$ cat src/timer_prescaler_pkg.sv
package timer_prescaler_pkg;

	// Register locations and reset values
	localparam logic [4:0] timer_count_addr    = 5'h01;
	localparam logic [7:0] option_reset        = 8'hff;
	localparam logic [5:0] pin_direction_reset = 6'h3f;
	localparam logic [7:0] prescaler_reset     = 8'h00;
	localparam logic [7:0] count_reset         = 8'h00;

	// Option field positions
	localparam int clock_source_bit = 5;
	localparam int edge_select_bit  = 4;
	localparam int owner_select_bit = 3;
	localparam int ratio_hi_bit     = 2;

	// Shared pin position in the direction register
	localparam int shared_pin_bit = 2;

	// Inhibit length after a count write, in instruction cycles
	localparam logic [1:0] write_inhibit_cycles = 2'h2;

	// Four-phase sequencing
	typedef enum logic [1:0] {
		phase_first_s,
		phase_second_s,
		phase_third_s,
		phase_fourth_s
	} phase_t;

	// Register write strobes from the core
	typedef struct packed {
		logic       count_we;
		logic       option_we;
		logic       direction_we;
		logic       watchdog_clear;
		logic [7:0] wdata;
	} core_wr_t;

	// Everything the block holds
	typedef struct packed {
		phase_t     phase;
		logic [7:0] count;
		logic [7:0] option;
		logic [5:0] direction;
		logic [7:0] prescaler;
		logic       pin_prev;
		logic       sample_q2;
		logic       sample_q4;
		logic       sync_prev;
		logic [1:0] inhibit;
	} state_t;

endpackage

$ cat src/timer_prescaler.sv
`timescale 1ns/1ps
// Overview of operation
// RQ1: Source bit picks instruction cycles or pin edges
// RQ2: Edge bit: clear rising, set falling
// RQ3: Count write blocks increments two cycles
// RQ4: Owner bit clear gives prescaler to timer
// RQ5: Unassigned prescaler passes pin straight through
// RQ6: Prescaler output sampled on second, fourth phases
// RQ7: Source holds each level two oscillator periods
// RQ8: Assigned prescaler divides pin before sampling
// RQ9: Prescaled input period at least four periods
// RQ10: Count steps after synchronised edge registered
// RQ11: External count mode forces shared pin input
// RQ12: One counter: timer prescaler or watchdog postscaler
// RQ13: Option low nibble selects owner and ratio
// RQ14: Count writes clear prescaler when timer-owned
// RQ15: Watchdog clear clears prescaler when watchdog-owned
// RQ16: Prescaler has no software read or write
// RQ17: Any reset zeroes the prescaler
// RQ18: Assignment may change at any time
// RQ19: Software sequence for timer to watchdog
// RQ20: Software sequence for watchdog to timer
// RQ21: Count register at address one, kept otherwise
// RQ22: Option register resets to all ones
// RQ23: Ratio code n divides by two to n+1
module timer_prescaler (
	input  wire logic                         clk_sys,
	input  wire logic                         rst,
	input  wire timer_prescaler_pkg::core_wr_t core_wr,
	input  wire logic                         count_input_pin,
	input  wire logic                         watchdog_tick,
	output logic [7:0]                        timer_count,
	output logic [7:0]                        option_control,
	output logic [5:0]                        pin_direction,
	output logic                              shared_pin_input,
	output logic                              watchdog_scaled_tick,
	output logic                              instr_cycle_end
);

	timer_prescaler_pkg::state_t s_r;
	timer_prescaler_pkg::state_t s_nxt;

	logic       timer_owned;
	logic       ext_mode;
	logic       falling_sel;
	logic       is_phase_second;
	logic       is_phase_fourth;
	logic       pin_edge;
	logic       scaler_clk;
	logic       scaler_tick;
	logic       prescaler_out;
	logic       rise_seen;
	logic       sync_rise;
	logic       step;
	logic [2:0] ratio;
	logic [7:0] scaler_next;

	////////////////////////////////////////////////////////////////////////
	// Option decode
	assign ext_mode    = s_r.option[timer_prescaler_pkg::clock_source_bit];    // [RQ1]
	assign falling_sel = s_r.option[timer_prescaler_pkg::edge_select_bit];     // [RQ2]
	assign timer_owned = ~s_r.option[timer_prescaler_pkg::owner_select_bit];   // [RQ4] [RQ13]
	assign ratio       = s_r.option[timer_prescaler_pkg::ratio_hi_bit:0];      // [RQ13]

	// Phase decode, shared by sampling, the prescaler clock and the cycle-end output
	assign is_phase_second = (s_r.phase == timer_prescaler_pkg::phase_second_s);
	assign is_phase_fourth = (s_r.phase == timer_prescaler_pkg::phase_fourth_s);

	////////////////////////////////////////////////////////////////////////
	// Counted edge of the pin, polarity chosen by the edge bit
	always_comb begin
		if (falling_sel) begin
			pin_edge = s_r.pin_prev & ~count_input_pin; // [RQ2]
		end else begin
			pin_edge = ~s_r.pin_prev & count_input_pin; // [RQ2]
		end
	end

	// Prescaler clock: pin edges or cycle ends for the timer, watchdog ticks otherwise
	always_comb begin
		if (!timer_owned) begin
			scaler_clk = watchdog_tick; // [RQ12]
		end else if (ext_mode) begin
			scaler_clk = pin_edge; // [RQ8]
		end else begin
			scaler_clk = is_phase_fourth; // [RQ4]
		end
	end

	// Ripple step of the shared counter
	assign scaler_next = s_r.prescaler + 8'h01;

	// Prescaler output: ratio bit of the counter, or the pin in counted polarity
	always_comb begin
		if (timer_owned && ext_mode) begin
			prescaler_out = s_r.prescaler[ratio]; // [RQ8] [RQ23]
		end else begin
			prescaler_out = count_input_pin ^ falling_sel; // [RQ5] [RQ2]
		end
	end

	// Terminal event of the scaler in its internal uses
	assign scaler_tick = scaler_clk & s_r.prescaler[ratio] & ~scaler_next[ratio];

	////////////////////////////////////////////////////////////////////////
	// Synchroniser rise detect over samples two clocks apart,
	// so a level held two clocks is never missed
	always_comb begin
		rise_seen = 1'b0;
		if (!s_r.sample_q4 && s_r.sample_q2) begin
			rise_seen = 1'b1; // [RQ6]
		end
		if (!s_r.sample_q2 && prescaler_out) begin
			rise_seen = 1'b1; // [RQ6]
		end
	end

	// Registered rise of the previous cycle drives the step
	assign sync_rise = s_r.sync_prev; // [RQ10]

	////////////////////////////////////////////////////////////////////////
	// Timer step selection
	always_comb begin
		step = 1'b0;
		if (s_r.phase == timer_prescaler_pkg::phase_fourth_s) begin
			if (ext_mode) begin
				step = sync_rise; // [RQ1] [RQ10]
			end else if (timer_owned) begin
				step = scaler_tick; // [RQ4]
			end else begin
				step = 1'b1; // [RQ1]
			end
		end
	end

	////////////////////////////////////////////////////////////////////////
	// Next-state logic
	always_comb begin
		s_nxt          = s_r;
		s_nxt.phase    = timer_prescaler_pkg::phase_t'(s_r.phase + 2'h1);
		s_nxt.pin_prev = count_input_pin;

		// Sample on second and fourth phases; rise held for the next step
		if (is_phase_second) begin
			s_nxt.sample_q2 = prescaler_out; // [RQ6]
		end
		if (is_phase_fourth) begin
			s_nxt.sample_q4 = prescaler_out; // [RQ6]
			s_nxt.sync_prev = rise_seen;     // [RQ10]
		end

		// Prescaler advance; no software path into it
		if (scaler_clk) begin
			s_nxt.prescaler = scaler_next; // [RQ16]
		end

		// Counter increments and post-write inhibit
		if (s_r.phase == timer_prescaler_pkg::phase_fourth_s && s_r.inhibit != 2'h0) begin
			s_nxt.inhibit = s_r.inhibit - 2'h1; // [RQ3]
		end else if (step) begin
			s_nxt.count = s_r.count + 8'h01;
		end

		// Core writes; assignment may change at any cycle
		if (core_wr.option_we) begin
			s_nxt.option = core_wr.wdata; // [RQ18]
		end
		if (core_wr.direction_we) begin
			s_nxt.direction = core_wr.wdata[5:0];
		end
		if (core_wr.count_we) begin
			s_nxt.count   = core_wr.wdata;
			s_nxt.inhibit = timer_prescaler_pkg::write_inhibit_cycles; // [RQ3]
			if (timer_owned) begin
				s_nxt.prescaler = timer_prescaler_pkg::prescaler_reset; // [RQ14]
			end
		end
		if (core_wr.watchdog_clear && !timer_owned) begin
			s_nxt.prescaler = timer_prescaler_pkg::prescaler_reset; // [RQ15]
		end
	end

	////////////////////////////////////////////////////////////////////////
	// State register
	always_ff @(posedge clk_sys or posedge rst) begin
		if (rst) begin
			s_r.phase     <= timer_prescaler_pkg::phase_first_s;
			s_r.count     <= timer_prescaler_pkg::count_reset;
			s_r.option    <= timer_prescaler_pkg::option_reset;        // [RQ22]
			s_r.direction <= timer_prescaler_pkg::pin_direction_reset;
			s_r.prescaler <= timer_prescaler_pkg::prescaler_reset;     // [RQ17]
			s_r.pin_prev  <= 1'b0;
			// Samples start high: reset option counts falling edges of an idle-low pin
			s_r.sample_q2 <= 1'b1;
			s_r.sample_q4 <= 1'b1;
			s_r.sync_prev <= 1'b0;
			s_r.inhibit   <= 2'h0;
		end else begin
			s_r <= s_nxt;
		end
	end

	////////////////////////////////////////////////////////////////////////
	// Register outputs
	assign timer_count          = s_r.count; // [RQ21]
	assign option_control       = s_r.option;
	assign pin_direction        = s_r.direction;

	// Shared pin forced to input in external count mode
	assign shared_pin_input     = ext_mode | s_r.direction[timer_prescaler_pkg::shared_pin_bit]; // [RQ11]

	// Watchdog event, scaled only when it owns the prescaler
	assign watchdog_scaled_tick = timer_owned ? watchdog_tick : scaler_tick; // [RQ12]

	// End of each instruction cycle
	assign instr_cycle_end      = is_phase_fourth;

endmodule

$ cat config.mk
export PLATFORM = sky130hd
export DESIGN_NAME = timer_prescaler
export DESIGN_NICKNAME = d
export VERILOG_FILES = /design/src/timer_prescaler_pkg.sv /design/src/timer_prescaler.sv
export SDC_FILE = /design/constraint.sdc
export NUM_CORES = 1
export LEC_CHECK = 0
export BUFFER_PORTS_ARGS = -buffer_cell sky130_fd_sc_hd__buf_4
export CORE_MARGIN = 5
export CORE_UTILIZATION = 50
export DETAILED_ROUTE_END_ITERATION = 10
export PLACE_DENSITY = 0.73
export SYNTH_ARGS = -nofsm -noshare
export SYNTH_HDL_FRONTEND = slang
export SYNTH_SLANG_ARGS = --single-unit
$ cat constraint.sdc
create_clock -name clk_sys -period 6.3 [get_ports clk_sys]
set_clock_uncertainty 0.2 [all_clocks]
set_input_delay 0.63 -clock clk_sys [delete_from_list [all_inputs] [get_ports clk_sys]]
set_output_delay 0.63 -clock clk_sys [all_outputs]
set_load 0.05 [all_outputs]
==> results.cfg, run 1 <==
[synth]
synthArstFlopShare_pct = 100
yosys-top-cells-area = sky130_fd_sc_hd__dfrtp_1 24%, sky130_fd_sc_hd__dfstp_2 18%, sky130_fd_sc_hd__buf_4 7.1%
synth_area_leader_cell = sky130_fd_sc_hd__dfrtp_1
postSynthNetCount = 259
synth.yosys.warnings = 0
netlist_area_um2 = 2320
ys_seq_elements = 38
ys_dominant_reg_cell = sky130_fd_sc_hd__dfrtp_1
synthDominantCellAreaShare_pct = 23.7
syn-instance-count = 238
synthesis.area_per_instance_um2 = 9.75
synth-edff-count = 0
synth_seq_area_share_pct = 41.9
yosysUniqueCellTypes = 55

[grt]
grt_usage_pct = 16.6
grt_max_degree = 39
initial_antenna_violation_count = 0
first_global_vias = 1717
grt-ovfl-total = 0
grt_pass1_wl_mm = 8.21

[detailed_routing]
drtPass1Iterations = 4
via_cell_ratio = 5.70
dr_wl_cell_um = 16.0
antenna_violating_nets_post_route = 0
drt_first_iter_violations = 121
drc = 0
vias = 1745
finalWirelength_mm = 4.90

[place]
dpl.hpwl_mm = 3.64
place.gp.congestion = 0.964
placed_cells = 298
port-buffer-count = 40
postPlaceCellArea_um2 = 2470

[cells_and_area]
area_delta_synth_final_pct = 11.4
leading_cell_type_in_the_layout_fill_and_taps_excluded = sky130_fd_sc_hd__buf_4
final_cell_area_um2 = 2580
number_of_antenna_cells_inserted = 0
layout.core_utilization_pct = 58.6
post_route_cells_drive_above_1_share_pct = 32.3
fin_cells = 306
final_cell_mix = 41 x sky130_fd_sc_hd__buf_4, 22 x sky130_fd_sc_hd__dfrtp_1, 21 x sky130_fd_sc_hd__nor2_1
final_net_count = 274

[timing]
timing_max_transition_violations_final = 0
final_period_minus_worst_setup_slack_ns = 3.54
maxSlewHeadroom_pct = 61.0
worst-slew-pin-transition_ns = 0.581
final_hold_viol_count = 0
setup-violations-final = 0
post-route-period-util_pct = 56.2
achievable-frequency_ghz = 0.282
setup_tns_ns = 0
setup_repair_after_global_routing_missed_its_margin = false

[run]
maxCapViolCount = 0

[setup_path]
worst_r2r_path_depth = 7
setup.worst_path.start_class = flip-flop
rr_endpoint = timer_count[4]$_DFFE_PP0P_
critical_path_peak_fanout = 7
critical_path_arrival_ns = 2.71
worstSetupPathType = flip-flop to output port
worst-r2r-setup-slack_ns = 3.59
rr_startpoint = s_r[6]$_DFF_PP0_
end_kind = output port
crit_required_ns = 5.47

[cts]
post_cts_hold_buffer_count = 0
cts_setup_buffers = 0
cts_made_buffers = 5
tritoncts_clock_tree = done
cts_resized = 0
clockBufferDepth = 2
cts-htree-levels = 2
cts_sinks = 38
clock-root-buffer = sky130_fd_sc_hd__clkbuf_8
clkTransAtPathRegs_ns = 0.08
worstSkewPairLatency_ns = 0.29

[pwr]
clock_power_share_pct = 30.1
power_frac_comb_pct = 25.6
power.switching_fraction_pct = 33.3
power_mw = 0.686
internal_power_mw = 0.458
power.switching_mw = 0.228
vdd.ir_drop.worst_mv = 0.159
leakagePower_nw = 1.14
power_density_nw_per_um2 = 265
seqPwrFrac_pct = 44.3

[die]
dieHeight_um = 78.1
die_area_um2 = 6100
start_util_pct = 52.6
design.portCount = 41
fp.dieW_um = 78.1
core_area_um2 = 4410
row_count = 24

[worst_hold_path]
holdCritPathClass = input pin to asynchronous set/reset pin

[status]
run_status = complete, no violations
state kept, by name, indices dropped and copies added (netlist names):
signal / cells
s_r: 15
option_control: 8
timer_count: 8
sync_rise: 1
pin_direction: 6
area by class of cell:
cell class / instances / area [um2]
sequential: 38 / 971
clock inverter: 2 / 37.5
tap: 52 / 65.1
timing repair buffer: 41 / 308
fill: 391 / 1830
clock buffer: 6 / 72.6
multi-input combinational: 153 / 1080
inverter: 14 / 52.6
power groups by stage:
stage          Combinational (mW)  Sequential, mW  Clock, mW
2_1_floorplan               0.154           0.295          0
3_3_place_gp                0.176           0.307          0
3_5_place_dp                0.177           0.308          0
4_1_cts                     0.177           0.304      0.211
5_1_grt                     0.190           0.309      0.221
6_report                    0.176           0.304      0.206
through the flow:
step	hold slack [ns]	setup WS [ns]
CTS	0.256	2.77
floorplan	0.228	3.22
detailed placement	0.258	3.11
global route	0.256	2.58
finish	0.239	2.76
global placement	0.244	3.19
logic make-up (layout without fill, tap and decap cells):
kind of cell	count (synthesis)	after routing	synth area share, %
mux	20	20	9.28
fa+ha+maj	5	5	2.70
buf+inv	47	63	11.7
xor+xnor	11	11	4.15
simple gates	66	66	14.5
flops	38	38	41.9
compound gates	51	51	15.9
cells in the mapped netlist (2+ instances only):
cell type	n
sky130_fd_sc_hd__a21o_1	2
sky130_fd_sc_hd__a21oi_1	4
sky130_fd_sc_hd__a31oi_1	9
sky130_fd_sc_hd__buf_2	2
sky130_fd_sc_hd__buf_4	22
sky130_fd_sc_hd__clkbuf_1	7
sky130_fd_sc_hd__dfrtp_1	22
sky130_fd_sc_hd__dfstp_2	16
sky130_fd_sc_hd__ha_1	5
sky130_fd_sc_hd__inv_1	13
sky130_fd_sc_hd__mux2_2	12
sky130_fd_sc_hd__mux2i_1	8
sky130_fd_sc_hd__nand2_1	14
sky130_fd_sc_hd__nand3_1	7
sky130_fd_sc_hd__nand4_1	4
sky130_fd_sc_hd__nor2_1	21
sky130_fd_sc_hd__nor2b_1	4
sky130_fd_sc_hd__o211ai_1	3
sky130_fd_sc_hd__o21a_1	3
sky130_fd_sc_hd__o21ai_0	7
sky130_fd_sc_hd__o21ai_1	2
sky130_fd_sc_hd__o31ai_1	5
sky130_fd_sc_hd__or2_2	2
sky130_fd_sc_hd__or4_1	4
sky130_fd_sc_hd__xnor2_1	4
sky130_fd_sc_hd__xor2_1	7
routing by layer:
metal,wire length [um],global-route usage [%],share of wire (%),vias up
met5,0,0,0,-
met3,240,3.89,4.9,10
li1,-,-,-,854
met1,2180,21.9,44,822
met2,2400,27.1,49,59
met4,77,5.41,1.6,0
worst max-delay path, stage by stage, from the launching register on:
cell	delay, ns
sky130_fd_sc_hd__dfrtp_1	0.45
sky130_fd_sc_hd__ha_1	0.29
sky130_fd_sc_hd__and4b_1	0.29
sky130_fd_sc_hd__a311oi_1	0.29
sky130_fd_sc_hd__a21o_1	0.17
sky130_fd_sc_hd__o31ai_1	0.09
sky130_fd_sc_hd__a2111oi_0	0.48
sky130_fd_sc_hd__o21a_1	0.17
sky130_fd_sc_hd__buf_4	0.20
worst max path at each step:
stage                                  start              endpoint  slack, ns  cells after the start
6_report                    s_r[6]$_DFF_PP0_  watchdog_scaled_tick       2.76                      8
5_1_grt                     s_r[6]$_DFF_PP0_  watchdog_scaled_tick       2.58                      8
4_1_cts                     s_r[6]$_DFF_PP0_  watchdog_scaled_tick       2.77                      8
3_5_place_dp                s_r[6]$_DFF_PP0_  watchdog_scaled_tick       3.11                      8
3_3_place_gp   option_control[0]$_DFFE_PP1P_  watchdog_scaled_tick       3.19                      7
2_1_floorplan               s_r[6]$_DFF_PP0_  watchdog_scaled_tick       3.22                      7
(Power assumes the default switching activity.)
==> inputs of run 2 (changes only) <==
clock period = 3.5 ns   (was 6.3 ns; I/O delays follow)
==> run 2 against run 1 <==
  * Via count fell by 0.46%
  * Final area about the same
  * Routed wire length grew 2.9%
  * Clock power is 53% higher
  * Critical path depth unchanged
  * Sequential power rose by 81%
  * Global-route usage grew 0.29 points
  * Register-to-register slack got worse by 2.8 ns
  * First-iteration DRC count is 3.3% higher
  * Total power grew 72%
  * Sequential share of layout area barely moved
  * Largest power group unchanged
  * Highest routed layer unchanged
==> results.cfg, run 2 (synthesized netlist as in run 1, its figures left out) <==
[status]
run_status = complete, no violations

[cts]
clock-root-buffer = sky130_fd_sc_hd__clkbuf_8
cts-htree-levels = 2
clockBufferDepth = 2
tritoncts_clock_tree = done
cts_sinks = 38
clkTransAtPathRegs_ns = 0.08
cts_made_buffers = 5
worstSkewPairLatency_ns = 0.29

[timing]
setup-violations-final = 0
setup_repair_after_global_routing_missed_its_margin = false
setup_tns_ns = 0
final_hold_viol_count = 0
achievable-frequency_ghz = 0.313
worst-slew-pin-transition_ns = 0.901
maxSlewHeadroom_pct = 39.8
finalHoldWorstSlack_ns = 0.0508
timing_max_transition_violations_final = 0
post-route-period-util_pct = 91.2
setup_ws_ns = 0.307
final_period_minus_worst_setup_slack_ns = 3.19

[place]
place.gp.congestion = 0.898
port-buffer-count = 40
postPlaceCellArea_um2 = 2480
dpl.hpwl_mm = 3.70
placed_cells = 299
place_worst_setup_slack_ns = 0.646

[grt]
grt_usage_pct = 16.9
grt_pass1_wl_mm = 8.34
first_global_vias = 1676
grt_max_degree = 25
grt-ovfl-total = 0
initial_antenna_violation_count = 0

[run]
maxCapViolCount = 0

[cells_and_area]
number_of_antenna_cells_inserted = 0
final_net_count = 276
layout.core_utilization_pct = 58.5
area_delta_synth_final_pct = 11.4
fin_cells = 308
final_cell_area_um2 = 2580
largest_register_by_flop_count = s_r
post_route_cells_drive_above_1_share_pct = 32.4
leading_cell_type_in_the_layout_fill_and_taps_excluded = sky130_fd_sc_hd__buf_4
largest_register_ffs = 15
final_cell_mix = 42 x sky130_fd_sc_hd__buf_4, 22 x sky130_fd_sc_hd__dfrtp_1, 21 x sky130_fd_sc_hd__nor2_1

[pwr]
power.switching_fraction_pct = 34.8
internal_power_mw = 0.771
seqPwrFrac_pct = 46.4
power_frac_comb_pct = 27.0
power.switching_mw = 0.411
clock_power_share_pct = 26.6
power_density_nw_per_um2 = 458
vdd.ir_drop.worst_mv = 0.241
power_mw = 1.18
leakagePower_nw = 1.14

[detailed_routing]
finalWirelength_mm = 5.04
antenna_violating_nets_post_route = 0
dr_wl_cell_um = 16.4
drc = 0
vias = 1737
drt_first_iter_violations = 125
drtPass1Iterations = 4
via_cell_ratio = 5.64

[die]
design.portCount = 41
core_area_um2 = 4410
start_util_pct = 52.6
fp.dieW_um = 78.1
dieHeight_um = 78.1
row_count = 24
die_area_um2 = 6100

[setup_path]
setup.worst_path.start_class = flip-flop
end_kind = output port
critical_path_arrival_ns = 2.64
crit_required_ns = 2.95
critical_path_peak_fanout = 7
worstSetupPathType = flip-flop to output port

[worst_hold_path]
holdCritPathClass = input pin to asynchronous set/reset pin
==> run 2: cell count changes in the layout (fill, tap and decap cells not counted), sizes merged <==
cell | previous run | this run
buf | 41 | 42
bufinv | 1 | 0
clkbuf | 6 | 7
clkinv | 1 | 2
clkinvlp | 1 | 0
dlygate4sd3 | 0 | 1
==> run 2: metal layers <==
metal  share of wire (%)  vias to the layer above  track usage, %
li1                    -                      863               -
met1                  45                      821            22.3
met2                  48                       47            27.8
met3                 5.2                        6            4.58
met4                0.93                        0            3.89
met5                   0                        -               0
==> run 2: cell type report <==
| class | instances | area (um2) |
|---|---|---|
| Multi-Input combinational cell | 153 | 1080 |
| Clock inverter | 1 | 5.00 |
| Tap cell | 52 | 65.1 |
| Sequential cell | 38 | 971 |
| Timing Repair Buffer | 43 | 325 |
| Fill cell | 396 | 1830 |
| Inverter | 14 | 52.6 |
| Clock buffer | 7 | 86.3 |
==> run 2: worst max-delay path, stage by stage (launching register included) <==
cell and delay [ns]:
sky130_fd_sc_hd__dfrtp_1 0.45, sky130_fd_sc_hd__ha_1 0.29, sky130_fd_sc_hd__and4b_1 0.29, sky130_fd_sc_hd__a311oi_1 0.28
sky130_fd_sc_hd__a21o_1 0.17, sky130_fd_sc_hd__o31ai_1 0.10, sky130_fd_sc_hd__a2111oi_0 0.41, sky130_fd_sc_hd__o21a_1 0.17
sky130_fd_sc_hd__buf_4 0.19
==> run 2: final timing paths <==
kind / startpoint / to / slack (ns) / cells past startpoint
setup / recovery: s_r[6]$_DFF_PP0_ / watchdog_scaled_tick / 0.31 / 8
hold / removal: rst / s_r[5]$_DFF_PP0_ / 0.05 / 2
setup reg to reg: s_r[6]$_DFF_PP0_ / timer_count[3]$_DFFE_PP0P_ / 0.79 / 7
hold reg to reg: s_r[36]$_DFF_PP0_ / s_r[36]$_DFF_PP0_ / 0.27 / 1
max in group asynchronous: rst / option_control[1]$_DFFE_PP1P_ / 2.27 / 3
min in group clk_sys: core_wr[11] / s_r[0]$_DFFE_PP0P_ / 0.07 / 2
==> run 2: power groups by stage <==
stage                     combinational (mW)  clock (mW)  sequential [mW]
final                                  0.319       0.315            0.549
after global routing                   0.344       0.346            0.557
after floorplan                        0.277           0            0.532
after global placement                 0.318           0            0.553
after detailed placement               0.319           0            0.556
after CTS                              0.322       0.319            0.548
==> run 2: what timing repair did <==
item,in CTS,in global routing
resized for setup,0,0
hold buffers,1,0
buffers inserted,0,0
hold endpoints to repair,1,0
==> inputs of run 3 (changes only) <==
--- a/config.mk
+++ b/config.mk
@@ -6,4 +6,5 @@
 export NUM_CORES = 1
 export LEC_CHECK = 0
+export ABC_CLOCK_PERIOD_IN_PS = 3500
 export BUFFER_PORTS_ARGS = -buffer_cell sky130_fd_sc_hd__buf_4
 export CORE_MARGIN = 5
==> constraint.sdc (replaced) <==
create_clock -name clk_sys -period 3.5 [get_ports clk_sys]
set_clock_uncertainty 0.2 [all_clocks]
set_input_delay 0.175 -clock clk_sys [delete_from_list [all_inputs] [get_ports clk_sys]]
set_output_delay 0.175 -clock clk_sys [all_outputs]
set_load 0.05 [all_outputs]
==> run 3 against run 2 <==
  * The run now ends with negative hold slack left
  * Final area is 7.6% higher
  * Largest power group unchanged
  * Critical path depth stayed put
  * Combinational power is 6% higher
  * Largest cell class unchanged
  * Highest routed layer unchanged
==> results.cfg, run 3 (synthesized netlist as in run 1, its figures left out) <==
[timing]
final_hold_viol_count = 22
setup_tns_ns = 0
final_period_minus_worst_setup_slack_ns = 3.05
achievable-frequency_ghz = 0.328
setup_repair_after_global_routing_missed_its_margin = false
timing_max_transition_violations_final = 0
finalHoldWorstSlack_ns = -0.0312
maxSlewHeadroom_pct = 25.7
post-route-period-util_pct = 87.1
worst-slew-pin-transition_ns = 1.11
setup-violations-final = 0
setup_ws_ns = 0.450

[cts]
cts_sinks = 38
cts_resized = 0
cts_made_buffers = 5
post_cts_hold_buffer_count = 16
tritoncts_clock_tree = done
clockBufferDepth = 2
cts_setup_buffers = 0
worstSkewPairLatency_ns = 0.29
clock-root-buffer = sky130_fd_sc_hd__clkbuf_8
cts-htree-levels = 2
clkTransAtPathRegs_ns = 0.08

[detailed_routing]
vias = 1837
drt_first_iter_violations = 126
via_cell_ratio = 5.69
drtPass1Iterations = 4
finalWirelength_mm = 5.32
antenna_violating_nets_post_route = 0
drc = 0
dr_wl_cell_um = 16.5

[die]
row_count = 24
fp.dieW_um = 78.1
start_util_pct = 52.6
dieHeight_um = 78.1
die_area_um2 = 6100
core_area_um2 = 4410
design.portCount = 41

[cells_and_area]
leading_cell_type_in_the_layout_fill_and_taps_excluded = sky130_fd_sc_hd__buf_4
largest_register_by_flop_count = s_r
number_of_antenna_cells_inserted = 0
area_delta_synth_final_pct = 19.8
post_route_cells_drive_above_1_share_pct = 31.0
final_net_count = 291
largest_register_ffs = 15
final_cell_mix = 42 x sky130_fd_sc_hd__buf_4, 22 x sky130_fd_sc_hd__dfrtp_1, 21 x sky130_fd_sc_hd__nor2_1

[grt]
grt_max_degree = 31
first_global_vias = 1804
grt_usage_pct = 17.6
grt_pass1_wl_mm = 8.72
grt-ovfl-total = 0
initial_antenna_violation_count = 0

[pwr]
power_mw = 1.33
leakagePower_nw = 1.22
power_density_nw_per_um2 = 479
vdd.ir_drop.worst_mv = 0.369

[setup_path]
critical_path_arrival_ns = 2.67
worst_r2r_path_depth = 7
crit_required_ns = 3.12
end_kind = output port
setup.worst_path.start_class = flip-flop
worstSetupPathType = flip-flop to output port
critical_path_peak_fanout = 7

[place]
dpl.hpwl_mm = 3.79
place.gp.congestion = 0.921
place_worst_setup_slack_ns = 0.786
port-buffer-count = 40

[status]
failed_checks = negative hold slack
run_status = finished, violations left

[run]
maxCapViolCount = 0

[worst_hold_path]
holdCritPathClass = input pin to asynchronous set/reset pin
[run 3: stage by stage]
| step | area, um2 | util, % | cells |
|---|---|---|---|
| 2_1_floorplan | 2320 | - | 238 |
| 3_3_place_gp | 2480 | 56.2 | 299 |
| 3_5_place_dp | 2480 | 56.2 | 299 |
| 4_1_cts | 2780 | 63.0 | 323 |
| 5_1_grt | 2780 | 63.0 | 323 |
| 6_report | 2780 | 63.0 | 323 |
[run 3: power by group]
group / leakage, nW / switching (mW) / internal (mW) / total, mW
logic: 0.715 / 0.209 / 0.128 / 0.337
registers: 0.439 / 0.0504 / 0.497 / 0.547
clock network: 0.0683 / 0.162 / 0.286 / 0.447
total: 1.22 / 0.421 / 0.911 / 1.33
[run 3: per-layer routing]
layer / routed length [um] / part of all wire, % / global-route usage, % / up-vias
li1: - / - / - / 889
met1: 2250 / 42 / 23.1 / 874
met2: 2700 / 51 / 29.3 / 65
met3: 288 / 5.4 / 3.66 / 9
met4: 76 / 1.4 / 5.24 / 0
met5: 0 / 0 / 0 / -
[run 3: worst max-delay path, cell delays in order (launching register included)]
cell and delay [ns]:
sky130_fd_sc_hd__dfrtp_1 0.45, sky130_fd_sc_hd__ha_1 0.29, sky130_fd_sc_hd__and4b_1 0.28, sky130_fd_sc_hd__a311oi_1 0.28, sky130_fd_sc_hd__a21o_1 0.17, sky130_fd_sc_hd__o31ai_1 0.09
sky130_fd_sc_hd__a2111oi_0 0.47, sky130_fd_sc_hd__o21a_1 0.17, sky130_fd_sc_hd__buf_4 0.19
[run 3: path summary, 6_finish.rpt]
path,startpoint,to,slack (ns)
max,s_r[6]$_DFF_PP0_,watchdog_scaled_tick,0.45
min,rst,s_r[36]$_DFF_PP0_,-0.03
max reg2reg,s_r[6]$_DFF_PP0_,timer_count[3]$_DFFE_PP0P_,0.76
max in group asynchronous,rst,option_control[4]$_DFFE_PP1P_,2.33
min in group clk_sys,core_wr[9],pin_direction[0]$_DFFE_PP1P_,0.01
min reg2reg,s_r[36]$_DFF_PP0_,s_r[36]$_DFF_PP0_,0.27
[run 3: layout make-up]
| type | instances | area [um2] |
|---|---|---|
| clock buffers | 5 | 68.8 |
| clock inverters | 3 | 68.8 |
| fillers | 351 | 1630 |
| inverters | 14 | 52.6 |
| multi-input cells | 153 | 1080 |
| flip-flops and latches | 38 | 971 |
| well taps | 52 | 65.1 |
| repair buffers | 58 | 475 |
